--- src/logic/sec_event_map.svh ---
`ifndef SEC_EVENT_MAP_SVH
`define SEC_EVENT_MAP_SVH
`define FRM_HEADER      8'hFF
`define FRM_ESCAPE      8'hFE
`define FRM_ACK         8'h06
`define FRM_NACK        8'h15
`define ADDR_CMD        8'h47
`define OP_JOINCTL      8'h10
`define OP_KEY_WRITE    8'h11
`define OP_KEY_CLEAR    8'h12
`define OP_KEY_RELOAD   8'h13
`define OP_FACTORY_RESTORE 8'h20
`define NVR_SIZE        8'h07
`define NVR_CONF1       8'h2A
`define NVR_CONF2       8'h3B
`define CLR_SIZE        8'h04
`define KSEL_VOL        8'h01
`define KSEL_NV         8'h02
`define ESC_HIGH_BIT    8'h80
`define RD_SEC_STATUS   8'hC9
`define RD_JOIN_STATUS  8'hCA
`define ADDR_NVMASK2    8'h80
`define ADDR_NVMASK1    8'h81
`define ADDR_NVMASK0    8'h82
`define ADDR_FLAG2      8'hCD
`define ADDR_FLAG1      8'hCE
`define ADDR_FLAG0      8'hCF
`define ADDR_MASK2      8'hD0
`define ADDR_MASK1      8'hD1
`define ADDR_MASK0      8'hD2
`define ADDR_PKT_OPTIONS 8'hD3
`define ADDR_SEC_OPTIONS 8'hD4
`define SEC_VOLKEY_BIT  1
`define SEC_NVKEY_BIT   2
`define JOIN_WAIT       8'h21
`define JOIN_PROGRESS   8'h22
`define JOIN_ACTIVE_ADD 8'h64
`define SEC_OPT_PLAIN_BIT 5
`define FLAG1_USED      8'h3F
`define FLAG2_USED      8'h00
`define FLAG0_USED      8'hFF
`define KEY_BYTES       16
`define KEY_IDX_W       4
`define MSG_LEN         23
`endif

--- src/logic/sec_event_pkg.sv ---
`include "sec_event_map.svh"
package sec_event_pkg;
  typedef enum logic [3:0] {
    ST_IDLE   = 4'b0000,
    ST_SIZE   = 4'b0001,
    ST_ESC1   = 4'b0010,
    ST_ADDR   = 4'b0011,
    ST_VALUE  = 4'b0100,
    ST_EXTRA  = 4'b0101,
    ST_KEY    = 4'b0110,
    ST_RESP0  = 4'b0111,
    ST_RESP1  = 4'b1000,
    ST_RESP2  = 4'b1001,
    ST_MSG    = 4'b1010,
    ST_RESET  = 4'b1011
  } cmd_state_e;
  typedef logic [7:0] byte_t;
endpackage

--- src/logic/key_store.sv ---
`include "sec_event_map.svh"
module key_store
  import sec_event_pkg::*;
#(
  parameter int NBYTES = `KEY_BYTES,
  parameter int AW     = `KEY_IDX_W
) (
  input  wire logic          mclk_i,
  input  wire logic          arst_n_i,
  input  wire logic          we_i,
  input  wire logic [AW-1:0] waddr_i,
  input  wire logic [7:0]    wdata_i,
  input  wire logic [AW-1:0] raddr_i,
  output logic [7:0]         rdata_o,
  output logic               nonzero_o
);
  logic [7:0] mem_r [NBYTES];
  logic [NBYTES-1:0] nz_r;

  always_ff @(posedge mclk_i or negedge arst_n_i) begin
    if (!arst_n_i) begin
      rdata_o <= 8'h00;
    end else begin
      rdata_o <= mem_r[raddr_i];
    end
  end

  // Presence bits live with the key, across resets
  always_ff @(posedge mclk_i) begin
    if (we_i) begin
      mem_r[waddr_i] <= wdata_i;
      nz_r[waddr_i]  <= (wdata_i != 8'h00);
    end
  end

  // All-zero key means no key
  assign nonzero_o = |nz_r;
endmodule

--- src/logic/sec_event_regs.sv ---
`include "sec_event_map.svh"
// Function
// - Key-write frame stores sixteen key bytes
// - Selector one volatile, two non-volatile
// - Clear-key frame zeroes selected key
// - Reload copies stored key into working key
// - Factory frame restores non-volatile defaults
// - Send reset text, then full reset
// - Security status read answers ack, C9, value
// - Bit1 volatile key, bit2 non-volatile key
// - Join status read at 4A answers CA
// - Join status 21, 22, plus 64 active
// - Events set matching secondary flag bits
// - Reads keep flags; writes never set
// - Flag write stores AND with current value
// - Fault line from masked flags, legacy zero
// - Volatile and non-volatile mask bytes
// - Transmit-complete set after send or ack
// - Receive-pending follows undelivered byte count
// - Plaintext flag only when plaintext accepted
// - Sequence decrease sets its flag
// - Sequence gap over one sets its flag
// - Lowest flag byte error bit map
// - Join start sets bit five; rest reserved
// - Join active refuses writes except halt
// - Zero key absent; volatile loaded at start
module sec_event_regs
  import sec_event_pkg::*;
(
  input  wire logic       mclk_i,
  input  wire logic       arst_n_i,
  input  wire logic       rx_valid_i,
  input  wire logic [7:0] rx_data_i,
  input  wire logic       tx_ready_i,
  output logic            tx_valid_o,
  output logic [7:0]      tx_data_o,
  output logic            full_reset_o,
  input  wire logic [7:0] legacy_event_mask_i,
  input  wire logic [7:0] event_err_i,
  input  wire logic       tx_packet_done_i,
  input  wire logic       ack_requested_i,
  input  wire logic       ack_received_i,
  input  wire logic       rx_bytes_pending_i,
  input  wire logic       rx_plain_pkt_i,
  input  wire logic       rx_enc_pkt_i,
  input  wire logic [7:0] rx_seq_i,
  input  wire logic       join_start_i,
  input  wire logic       join_peer_seen_i,
  input  wire logic       join_done_i,
  output logic            fault_notice_line_o,
  output logic            join_active_indication_o,
  output logic [7:0]      packet_options_o
);
  cmd_state_e st_r, st_nxt;
  logic [7:0] size_r, addr_r, op_r, ksel_r, rsp_r, flag0_r, flag1_r, flag2_r;
  logic [7:0] vm0_r, vm1_r, vm2_r, nm0_r, nm1_r, nm2_r, sec_opts_r, pkt_opts_r;
  logic [7:0] seq_r, join_st_r;
  logic [4:0] cnt_r;
  logic       esc2_r, seq_ok_r, join_act_r, tx_wait_r, loading_r, reload_r, nak_r;
  logic       wr_ok_r;

  // Frame byte classification
  wire logic  rx = rx_valid_i;
  wire logic  is_hdr = rx && (rx_data_i == `FRM_HEADER);
  wire logic  is_esc = rx && (rx_data_i == `FRM_ESCAPE);
  wire logic [7:0] eff_addr = esc2_r ? (rx_data_i | `ESC_HIGH_BIT) : rx_data_i;
  wire logic  is_cmd = (addr_r == (`ADDR_CMD | `ESC_HIGH_BIT));
  wire logic  halt_cmd = is_cmd && (op_r == `OP_JOINCTL) && (rx_data_i == 8'h00);
  wire logic  locked = join_act_r;
  wire logic  key_last = (cnt_r == 5'(`KEY_BYTES - 1));
  wire logic  is_read = (size_r == 8'h02) || (size_r == 8'h03 && esc2_r);

  // Key memories: working and stored default
  logic       kv_we, kn_we;
  logic [3:0] kv_wa, kn_wa, k_ra;
  logic [7:0] kv_wd, kn_wd, kv_rd, kn_rd;
  logic       kv_nz, kn_nz;

  key_store u_vol (
    .mclk_i   (mclk_i),
    .arst_n_i (arst_n_i),
    .we_i     (kv_we),
    .waddr_i  (kv_wa),
    .wdata_i  (kv_wd),
    .raddr_i  (k_ra),
    .rdata_o  (kv_rd),
    .nonzero_o(kv_nz)
  );
  key_store u_nv (
    .mclk_i   (mclk_i),
    .arst_n_i (arst_n_i),
    .we_i     (kn_we),
    .waddr_i  (kn_wa),
    .wdata_i  (kn_wd),
    .raddr_i  (k_ra),
    .rdata_o  (kn_rd),
    .nonzero_o(kn_nz)
  );

  // Copy read address leads write by one cycle
  wire logic  copying = loading_r || reload_r;
  wire logic [3:0] cpy_wa = cnt_r[3:0] - 4'h1;
  wire logic  key_byte = (st_r == ST_KEY) && rx;
  wire logic  clr_run = (st_r == ST_EXTRA) && (op_r == `OP_KEY_CLEAR) && wr_ok_r;
  wire logic  nv_wipe = (st_r == ST_MSG) && tx_ready_i && !cnt_r[4];
  assign k_ra  = cnt_r[3:0];
  assign kv_we = (copying && cnt_r != 5'd0)
               || (key_byte && ksel_r == `KSEL_VOL)
               || (clr_run && ksel_r == `KSEL_VOL);
  assign kn_we = ((key_byte || clr_run) && ksel_r == `KSEL_NV)
               || nv_wipe;
  assign kv_wa = copying ? cpy_wa : cnt_r[3:0];
  assign kn_wa = cnt_r[3:0];
  assign kv_wd = copying ? kn_rd : (clr_run ? 8'h00 : rx_data_i);
  assign kn_wd = (clr_run || nv_wipe) ? 8'h00 : rx_data_i;

  // Security and join status values
  wire logic [7:0] sec_stat = (8'(kv_nz) << `SEC_VOLKEY_BIT)
                            | (8'(kn_nz) << `SEC_NVKEY_BIT);
  wire logic [7:0] join_val = join_st_r + (join_act_r ? `JOIN_ACTIVE_ADD : 8'h00);

  // Fault notice
  wire logic any_ev = |({flag2_r & vm2_r, flag1_r & vm1_r, flag0_r & vm0_r});
  assign fault_notice_line_o      = (legacy_event_mask_i == 8'h00) && any_ev;
  assign join_active_indication_o = join_act_r;
  assign packet_options_o         = pkt_opts_r;

  // Reply selection
  function automatic logic [7:0] reg_rd(input logic [7:0] a);
    unique case (a)
      `RD_SEC_STATUS:  reg_rd = sec_stat;
      `RD_JOIN_STATUS: reg_rd = join_val;
      `ADDR_FLAG2:   reg_rd = flag2_r;
      `ADDR_FLAG1:   reg_rd = flag1_r;
      `ADDR_FLAG0:   reg_rd = flag0_r;
      `ADDR_MASK2:   reg_rd = vm2_r;
      `ADDR_MASK1:   reg_rd = vm1_r;
      `ADDR_MASK0:   reg_rd = vm0_r;
      `ADDR_NVMASK2: reg_rd = nm2_r;
      `ADDR_NVMASK1: reg_rd = nm1_r;
      `ADDR_NVMASK0: reg_rd = nm0_r;
      `ADDR_PKT_OPTIONS: reg_rd = pkt_opts_r;
      `ADDR_SEC_OPTIONS: reg_rd = sec_opts_r;
      default:       reg_rd = 8'h00;
    endcase
  endfunction

  // Write strobe for plain register writes, value byte in rx_data_i
  wire logic reg_wr = (st_r == ST_VALUE) && rx && !is_read && !is_cmd && !locked;
  function automatic logic [7:0] and_wr(input logic [7:0] cur, input logic [7:0] used,
                                        input logic hit);
    and_wr = hit ? (cur & rx_data_i & used) : (cur & used);
  endfunction

  // Event sources
  wire logic txd_ev = tx_wait_r ? ack_received_i
                    : (tx_packet_done_i && !ack_requested_i);
  wire logic plain_ev = rx_plain_pkt_i && sec_opts_r[`SEC_OPT_PLAIN_BIT];
  wire logic dec_ev = rx_enc_pkt_i && seq_ok_r && (rx_seq_i < seq_r);
  wire logic gap_ev = rx_enc_pkt_i && seq_ok_r && (rx_seq_i > 8'(seq_r + 8'h01));
  wire logic [7:0] ev1 = {2'b00, join_start_i, gap_ev, dec_ev, plain_ev,
                          rx_bytes_pending_i, txd_ev};
  wire logic [7:0] f0_nxt = and_wr(flag0_r, `FLAG0_USED, reg_wr && addr_r == `ADDR_FLAG0)
                          | event_err_i;
  wire logic [7:0] f1_tmp = and_wr(flag1_r, `FLAG1_USED, reg_wr && addr_r == `ADDR_FLAG1)
                          | ev1;
  wire logic [7:0] f1_nxt = {f1_tmp[7:2], rx_bytes_pending_i, f1_tmp[0]};
  wire logic [7:0] f2_nxt = and_wr(flag2_r, `FLAG2_USED, reg_wr && addr_r == `ADDR_FLAG2);

  // Command framer
  always_comb begin
    st_nxt = st_r;
    unique case (st_r)
      ST_IDLE:  if (is_hdr) st_nxt = ST_SIZE;
      ST_SIZE:  if (rx) st_nxt = ST_ESC1;
      ST_ESC1:  if (rx) st_nxt = is_esc ? ST_ADDR : ST_IDLE;
      ST_ADDR:  if (rx && !(is_esc && !esc2_r)) st_nxt = is_read ? ST_RESP0 : ST_VALUE;
      ST_VALUE: if (rx) begin
        if (!is_cmd || (locked && rx_data_i != `OP_JOINCTL)) st_nxt = ST_RESP0;
        else if (rx_data_i == `OP_KEY_RELOAD) st_nxt = ST_RESP0;
        else st_nxt = ST_EXTRA;
      end
      ST_EXTRA: begin
        if (op_r == `OP_KEY_CLEAR) begin
          if (wr_ok_r && key_last) st_nxt = ST_RESP0;
        end else if (rx) begin
          if (op_r == `OP_KEY_WRITE) st_nxt = ST_KEY;
          else if (op_r == `OP_FACTORY_RESTORE && cnt_r == 5'd3)
            st_nxt = (nak_r || rx_data_i != `NVR_CONF2 || size_r != `NVR_SIZE) ? ST_RESP0
                   : ST_MSG;
          else if (op_r != `OP_FACTORY_RESTORE) st_nxt = ST_RESP0;
        end
      end
      ST_KEY:   if (rx && key_last) st_nxt = ST_RESP0;
      ST_RESP0: if (tx_ready_i) st_nxt = is_read ? ST_RESP1 : ST_IDLE;
      ST_RESP1: if (tx_ready_i) st_nxt = ST_RESP2;
      ST_RESP2: if (tx_ready_i) st_nxt = ST_IDLE;
      ST_MSG:   if (tx_ready_i && cnt_r == 5'(`MSG_LEN - 1)) st_nxt = ST_RESET;
      ST_RESET: st_nxt = ST_RESET;
      default:  st_nxt = ST_IDLE;
    endcase
  end

  // Reset text
  function automatic logic [7:0] msg_ch(input logic [4:0] i);
    logic [183:0] s;
    s = {8'h0D, 8'h0A, "Configuration Reset", 8'h0D, 8'h0A};
    msg_ch = s[8'(`MSG_LEN - 1 - 32'(i)) * 8 +: 8];
  endfunction

  assign tx_valid_o = (st_r == ST_RESP0) || (st_r == ST_RESP1) || (st_r == ST_RESP2)
                    || (st_r == ST_MSG);
  assign tx_data_o  = (st_r == ST_MSG) ? msg_ch(cnt_r)
                    : (st_r == ST_RESP0) ? (nak_r ? `FRM_NACK : `FRM_ACK)
                    : (st_r == ST_RESP1) ? addr_r : rsp_r;
  assign full_reset_o = (st_r == ST_RESET);

  always_ff @(posedge mclk_i or negedge arst_n_i) begin
    if (!arst_n_i) begin
      st_r <= ST_IDLE;
      {size_r, addr_r, op_r, ksel_r, rsp_r} <= '0;
      {flag0_r, flag1_r, flag2_r, vm0_r, vm1_r, vm2_r} <= '0;
      {nm0_r, nm1_r, nm2_r, pkt_opts_r, seq_r} <= '0;
      sec_opts_r <= 8'h00;
      join_st_r <= 8'h00;
      cnt_r     <= 5'd0;
      {esc2_r, seq_ok_r, join_act_r, tx_wait_r, reload_r, nak_r, wr_ok_r} <= '0;
      loading_r <= 1'b1;
    end else begin
      st_r    <= st_nxt;
      flag0_r <= f0_nxt;
      flag1_r <= f1_nxt;
      flag2_r <= f2_nxt;
      if (tx_packet_done_i) tx_wait_r <= ack_requested_i;
      else if (ack_received_i) tx_wait_r <= 1'b0;
      if (rx_enc_pkt_i) begin
        seq_r    <= rx_seq_i;
        seq_ok_r <= 1'b1;
      end
      if (join_start_i) begin
        join_act_r <= 1'b1;
        join_st_r  <= `JOIN_WAIT;
      end
      if (join_peer_seen_i && join_act_r) join_st_r <= `JOIN_PROGRESS;
      if (join_done_i) join_act_r <= 1'b0;
      if (copying) begin
        cnt_r <= cnt_r + 5'd1;
        if (cnt_r == 5'(`KEY_BYTES)) begin
          {loading_r, reload_r} <= 2'b00;
          cnt_r <= 5'd0;
        end
      end
      unique case (st_r)
        ST_IDLE: begin
          esc2_r  <= 1'b0;
          nak_r   <= 1'b0;
          wr_ok_r <= 1'b0;
        end
        ST_SIZE: if (rx) size_r <= rx_data_i;
        ST_ADDR: if (rx) begin
          if (is_esc && !esc2_r) esc2_r <= 1'b1;
          else begin
            addr_r <= eff_addr | `ESC_HIGH_BIT;
            rsp_r  <= reg_rd(eff_addr | `ESC_HIGH_BIT);
          end
        end
        ST_VALUE: if (rx) begin
          op_r  <= rx_data_i;
          cnt_r <= 5'd0;
          nak_r <= locked && !(is_cmd && rx_data_i == `OP_JOINCTL);
          if (is_cmd && rx_data_i == `OP_KEY_RELOAD && !locked) reload_r <= 1'b1;
          if (reg_wr) begin
            unique case (addr_r)
              `ADDR_MASK2:   vm2_r <= rx_data_i;
              `ADDR_MASK1:   vm1_r <= rx_data_i;
              `ADDR_MASK0:   vm0_r <= rx_data_i;
              `ADDR_NVMASK2: nm2_r <= rx_data_i;
              `ADDR_NVMASK1: nm1_r <= rx_data_i;
              `ADDR_NVMASK0: nm0_r <= rx_data_i;
              `ADDR_PKT_OPTIONS: pkt_opts_r <= rx_data_i;
              `ADDR_SEC_OPTIONS: sec_opts_r <= rx_data_i;
              default:       ;
            endcase
          end
        end
        ST_EXTRA: begin
          if (op_r == `OP_KEY_CLEAR) begin
            if (wr_ok_r) cnt_r <= cnt_r + 5'd1;
            else if (rx) begin
              ksel_r  <= rx_data_i;
              wr_ok_r <= 1'b1;
            end
          end else if (rx) begin
            ksel_r <= rx_data_i;
            cnt_r  <= cnt_r + 5'd1;
            if (op_r == `OP_KEY_WRITE) cnt_r <= 5'd0;
            if (halt_cmd) join_act_r <= 1'b0;
            if (op_r == `OP_JOINCTL && locked && !halt_cmd) nak_r <= 1'b1;
            if (op_r == `OP_FACTORY_RESTORE) begin
              if (cnt_r == 5'd0 && rx_data_i != `FRM_ESCAPE) nak_r <= 1'b1;
              if (cnt_r == 5'd1 && rx_data_i != `NVR_CONF1) nak_r <= 1'b1;
              if (cnt_r == 5'd2 && rx_data_i != `FRM_ESCAPE) nak_r <= 1'b1;
              if (cnt_r == 5'd3 && (rx_data_i != `NVR_CONF2 || size_r != `NVR_SIZE))
                nak_r <= 1'b1;
              if (cnt_r == 5'd3) cnt_r <= 5'd0;
            end
          end
        end
        ST_KEY: if (rx) cnt_r <= cnt_r + 5'd1;
        ST_MSG: if (tx_ready_i) cnt_r <= cnt_r + 5'd1;
        ST_RESET: {nm0_r, nm1_r, nm2_r, sec_opts_r, pkt_opts_r} <= '0;
        default: ;
      endcase
    end
  end
endmodule

--- config.mk ---
export PLATFORM = sky130hd
export DESIGN_NAME = sec_event_regs
export DESIGN_NICKNAME = d
export VERILOG_FILES = /design/src/logic/sec_event_pkg.sv /design/src/logic/key_store.sv /design/src/logic/sec_event_regs.sv
export VERILOG_INCLUDE_DIRS = /design/src /design/src/logic
export SDC_FILE = /design/constraint.sdc
export NUM_CORES = 1
export LEC_CHECK = 0
export ABC_AREA = 1
export BUFFER_PORTS_ARGS = -buffer_cell sky130_fd_sc_hd__buf_2
export CAP_MARGIN = 20
export CORE_UTILIZATION = 58
export DETAILED_ROUTE_END_ITERATION = 7
export PLACE_DENSITY = 0.77
export SLEW_MARGIN = 25
export SYNTH_ARGS = -nofsm -noshare
export SYNTH_HDL_FRONTEND = slang
export SYNTH_HIERARCHICAL = 1
export SYNTH_SLANG_ARGS = --single-unit
--- constraint.sdc ---
create_clock -name mclk_i -period 2.9 [get_ports mclk_i]
set_clock_uncertainty 0.2 [all_clocks]
set_input_delay 0.145 -clock mclk_i [delete_from_list [all_inputs] [get_ports mclk_i]]
set_output_delay 0.145 -clock mclk_i [all_outputs]
set_load 0.05 [all_outputs]
### After elaboration in Yosys (flattened, before gate mapping)

Memory sizes are Yosys's and may differ from the RTL's. A register that Yosys moved wholly into a read port is not among the register bits.
Cells that the tools add are included.

| word-level totals | value |
|---|---|
| register bits after elaboration | 183 |
| bits in writable memories | 128 |
| input bits | 45 |
| word-level logic and storage cells | 347 |
| memories | 1 |

Memories:

| name | words | bits a word | rd ports | clocked after memory_dff | write ports | line | source |
|---|---|---|---|---|---|---|---|
| u_nv.mem_r | 16 | 8 | 1 | 1 | 1 | key_store.sv:17 | `logic [7:0] mem_r [NBYTES];` |

| cells by class | value |
|---|---|
| $add $sub $neg | 5 |
| order comparisons | 6 |
| equal/unequal tests | 82 |
| shift operators | 1 |
| muxes and demuxes | 111 |
| bitwise logic cells | 8 |
| reductions and logical operators | 104 |

Operators with widths:

| cell | count |
|---|---|
| 8-bit two-way mux | 27 |
| 184-bit by 12-bit variable part select with 8-bit output (first input constant) | 1 |
| 8-bit equality test (second input constant) | 13 |
| 8-bit case mux with 12 select lines | 1 |
| 8-bit case mux with 2 select lines | 5 |
| 4-bit two-way mux | 19 |
| 7-bit equality test (second input constant) | 9 |
| 5-bit two-way mux | 12 |
| 4-bit case mux with 12 select lines | 1 |
| 16-bit OR reduction | 3 |
| 1-bit logical AND | 46 |
| 8-bit by 5-bit equality test with 1-bit output (second input constant) | 5 |
| 4-bit AND reduction | 9 |
| 16-bit bitwise mux | 2 |
| 1-bit two-way mux | 32 |
| 2-bit inequality test (second input constant) | 15 |
| 8-bit by 2-bit equality test with 1-bit output (second input constant) | 3 |
| 8-bit by 6-bit inequality test with 1-bit output (second input constant) | 3 |
| 5-bit case mux with 4 select lines | 1 |
| 8-bit AND | 2 |
| 4-bit by 3-bit equality test with 1-bit output (second input constant) | 4 |
| 4-bit equality test (second input constant) | 4 |
| 8-bit logical NOT | 2 |
| 8-bit nonzero test | 2 |
| 48 further kinds | 96 |

### Longest topological paths before layout

| depth | value |
|---|---|
| depth after elaboration | 14 |
| depth in mapped cells | 14 |

### Hierarchy

The synthesis kept the hierarchy.

By module, submodules not included:

| module | times used | cells each | area an instance (um^2) | sequential area each (um^2) |
|---|---|---|---|---|
| sec_event_regs | 1 | 1,248 | 8,789.7 | 3,654.8 |
| key_store at u_nv | 1 | 580 | 6,349.8 | 4,524.3 |
| key_store at u_vol | 1 | 579 | 6,348.6 | 4,524.3 |

### Least setup slack after synthesis

No wires, ideal clock.

| timing | value |
|---|---|
| kind | register -> output |
| start point | reg cnt_r[0] |
| end point | out tx_data_o[3] |
| arrival time | 2.583 ns |
| data required time | 2.555 ns |
| path slack | -0.028 ns |
| cell stages (with the launch flop) | 11 |
| path buffers | 1 |
| path through | dfrtp_1 clkbuf_1 inv_1 ha_1 inv_1 nand2_1 nand3_1 nand3_1 nand2_1 inv_1 o21ai_1 |

| between the ends | value |
|---|---|
| word-level cells in the longest chain between the ends | 3 |

RTL lines:

| element | line | source |
|---|---|---|
| from (decl) | sec_event_regs.sv:58 | `logic [4:0] cnt_r;` |
| from (signal assigned) | sec_event_regs.sv:247 | `cnt_r <= cnt_r + 5'd1;` |
| from (signal assigned) | sec_event_regs.sv:288 | `if (wr_ok_r) cnt_r <= cnt_r + 5'd1;` |
| from (signal assigned) | sec_event_regs.sv:295 | `cnt_r <= cnt_r + 5'd1;` |
| 5-bit by 5-bit subtractor with 6-bit output (no source line) | n/a |  |
| 184-bit by 12-bit variable part select with 8-bit output | sec_event_regs.sv:208 | `` msg_ch = s[8'(`MSG_LEN - 1 - 32'(i)) * 8 +: 8]; `` |
| 8-bit two-way mux | sec_event_regs.sv:213 | `assign tx_data_o = (st_r == ST_MSG) ? msg_ch(cnt_r)` |
| to (decl) | sec_event_regs.sv:36 | `output logic [7:0] tx_data_o,` |

No other way between the ends.

### Worst setup path in the final report

| timing | value |
|---|---|
| start point | reg cnt_r[0] |
| end point | out tx_data_o[4] |

The elaborated chain is that of the path after synthesis.

==> metrics.log <==
[metrics] result of the run: complete, but fails checks
[metrics] number of pins with negative max-slew slack in the final report: 0
[metrics] post-DR vias/cell: 5.70
[metrics] clock sinks: 314
[metrics] pin count of the biggest net entering global routing: 74
[metrics] setup repair after global routing missed its margin: false
[metrics] RD Place Congestion: 0.975
[metrics] Crit Reg-Reg Startpoint: st_r[1]
[metrics] kind of critical path: register to primary output
[metrics] netlist area before placement: 15,800 um^2
[metrics] leftover overflow at the end of global routing: 0
[metrics] GRT Total Usage: 31.0%
[metrics] die footprint: 27,900 um^2
[metrics] maxcap violations: 0
[metrics] worst rel slew slack: 46.1%
[metrics] proportion of layout cells with a drive suffix above 1: 11.2%
[metrics] chip width: 167 um
[metrics] critical path launch point: cnt_r[0]
[metrics] share of the clock period used by the worst path: 94.9%
[metrics] number of violations reported at the end of detailed-routing iteration 0: about 1,500
[metrics] clock tree from TritonCTS: done
[metrics] # port buffers: 64
[metrics] clock buffer depth: 3
[metrics] Std-Cell Rows: 60
[metrics] area post-placement: 16,600 um^2
[metrics] synthesized instance count: 1,883
[metrics] Hold WC Path Type: input port to asynchronous set/reset pin
[metrics] kind of end point of the critical path: primary output
[metrics] Core Util, Final: 68.9%
[metrics] count of H-tree levels built during CTS: 2
[metrics] min cycle time layout: approximately 2.8 ns
[metrics] transition time of the tightest slew-check pin: 0.809 ns
[metrics] antenna violations before repair: 0
[metrics] Setup TNS Final: 0 ns
[metrics] synthesis-to-layout area growth: 16.9%
[metrics] Root Driver: sky130_fd_sc_hd__clkbuf_16
[metrics] violations in the final reports: negative hold slack
[metrics] CP max stage cell: sky130_fd_sc_hd__dfrtp_2
[metrics] number of warnings reported in the yosys synthesis log: 6
[metrics] worst endpoint required time: 2.56 ns
[metrics] Static Leakage: 8.56 nW
[metrics] startpoint kind of the worst setup timing path: register
[metrics] Worst path max stage delay: roughly 0.45 ns
[metrics] hold_ws: -0.00176 ns
[metrics] filler cell count: 2,042
[metrics] Mapped Nets: 1,953
[metrics] Max Fanout on Critical Path: 9
[metrics] total number of vias: 13,700
[metrics] routed wirelength normalized by instance count: 17.9 um
[metrics] Core ar.: approximately 27,000 um^2
[metrics] power density over cell area: 740 nW/um^2
[metrics] count of nets after finishing: 2,103
[metrics] Initial DRT Pass Iterations: 6
[metrics] starting density of the core: 58.9%
[metrics] synthesized area per cell: 8.38 um^2
[metrics] number of hold-slack violations in the final timing report: 5
[metrics] first-pass GRT wire length: between 60,000 and 70,000 um
[metrics] Boundary Pins: 65
[metrics] FF-to-FF setup slack: 0.26 ns
[metrics] half-perimeter wire length after placement: between 20,000 and 30,000 um
[metrics] CP most frequent cell: sky130_fd_sc_hd__nand2_1
[metrics] IR drop worst, VDD: approximately 620 uV
[metrics] Ant. Diodes: 0
[metrics] floorplan die height: 167 um
[metrics] number of global-route vias before repair: 12,900
[metrics] antenna-violating nets left: 0
[metrics] Layout Cell Area excl Fill: 18,500 um^2
[metrics] maximum clock rate: 0.363 GHz
[metrics] final-report setup violation count: 0
[metrics] post-route DRC violation count: 0
[metrics] arrival time at the worst endpoint: about 2.4 ns
[metrics] total CTS buffers: 35
[metrics] sum of routed wire length over all layers: 42,900 um
[metrics] clock input transition at the sequential cells of the worst setup and hold paths: roughly 0.06 ns
[metrics] series of cell instances along the critical path: ha_2 -> nand2_1 -> nand2_1 -> xor2_4 -> nand3_1 -> a21oi_1 -> nand2_1 -> o211ai_1 -> buf_2
[metrics] clock latency at the later pin of the worst-skew pair: 0.54 ns
## per-stage QoR
step | instances | power [W] | setup WS, ns
floorplan | 1883 | 0.00807 | 0.0362
global placement | 2281 | 0.00884 | 0.312
detailed placement | 2281 | 0.00894 | 0.221
CTS | 2398 | 0.0136 | 0.0262
global route | 2400 | 0.0143 | 0.00218
finish | 2400 | 0.0137 | 0.149
## cell type report
| class | count | area (um^2) | share of cell area, % |
|---|---|---|---|
| Sequential cell | 314 | 8660 | 46.9 |
| Multi-Input combinational cell | 1238 | 5850 | 31.7 |
| Timing Repair Buffer | 169 | 1280 | 6.94 |
| Inverter | 275 | 1030 | 5.59 |
| Clock buffer | 42 | 932 | 5.05 |
| Tap cell | 341 | 427 | 2.31 |
| Clock inverter | 21 | 274 | 1.48 |
## placed cells by master, fill, tap and decap left out, types with 4 or more instances in the layout
cell type,instances
sky130_fd_sc_hd__nand2_1,508
sky130_fd_sc_hd__inv_1,248
sky130_fd_sc_hd__nor2_1,200
sky130_fd_sc_hd__nand3_1,170
sky130_fd_sc_hd__edfxtp_1,160
sky130_fd_sc_hd__dfrtp_1,151
sky130_fd_sc_hd__a21oi_1,68
sky130_fd_sc_hd__o21ai_1,66
sky130_fd_sc_hd__buf_2,60
sky130_fd_sc_hd__o21ai_0,57
sky130_fd_sc_hd__dlygate4sd3_1,53
sky130_fd_sc_hd__buf_4,51
sky130_fd_sc_hd__clkbuf_16,35
sky130_fd_sc_hd__inv_2,27
sky130_fd_sc_hd__ha_1,24
sky130_fd_sc_hd__nand4_1,19
sky130_fd_sc_hd__o22ai_1,15
sky130_fd_sc_hd__nor3_1,13
sky130_fd_sc_hd__nor4_1,12
sky130_fd_sc_hd__o31ai_1,10
sky130_fd_sc_hd__xor2_1,8
sky130_fd_sc_hd__clkinv_2,8
sky130_fd_sc_hd__nand2_2,7
sky130_fd_sc_hd__o211ai_1,7
sky130_fd_sc_hd__o21bai_1,7
sky130_fd_sc_hd__nand3_2,6
sky130_fd_sc_hd__bufinv_16,5
sky130_fd_sc_hd__nor2_2,4
sky130_fd_sc_hd__nand3b_1,4
sky130_fd_sc_hd__clkbuf_1,4
## registers in the layout, indices dropped and copies added, names as in the netlist, 6 cells and up
register	count
sec_opts_r	8
op_r	8
flag0_r	8
u_nv/mem_r	128
rsp_r	8
packet_options_o	8
ksel_r	8
flag1_r	6
vm1_r	8
seq_r	8
u_vol/nz_r	16
vm2_r	8
addr_r	8
nm1_r	8
u_nv/nz_r	16
nm0_r	8
u_nv/rdata_o	8
vm0_r	8
nm2_r	8
size_r	8
## worst max-delay path: cells and delay by family (launching register included)
kind | cells | cell delay [ns]
fa+ha+maj | 1 | 0.25
compound gates | 2 | 0.21
xor+xnor | 1 | 0.24
flops | 1 | 0.45
buf+inv | 1 | 0.29
simple gates | 4 | 0.43
## power breakdown
group	total, W	internal, W	switching [W]
Sequential	0.00562	0.00527	0.000346
Clock	0.00462	0.00277	0.00185
Combinational	0.00342	0.00105	0.00237
Total	0.0137	0.00909	0.00457
## final timing paths
path | end | cells after the start
max | tx_data_o[4] | 9
min | addr_r[2] | 3
max reg2reg | u_vol/nz_r[1] | 10
min reg2reg | loading_r | 2
max in group asynchronous | seq_r[2] | 3
min in group mclk_i | cnt_r[4] | 6
## metal layers
layer | GRT usage (%) | wire length (um) | up-vias
li1 | - | - | 6439
met1 | 41.5 | 17900 | 6509
met2 | 51.7 | 20500 | 626
met3 | 4.18 | 3060 | 109
met4 | 11.0 | 1390 | 0
met5 | 0 | 0 | -
## repair_timing
item / 4_1_cts / 5_1_grt
setup endpoints to repair: 5 / 40
hold endpoints to repair: 215 / 0
gates resized for setup: 3 / 16
hold buffers: 54 / 0
setup buffers: 0 / 1
pin swaps: 0 / 1
(Power assumes the default switching activity.)
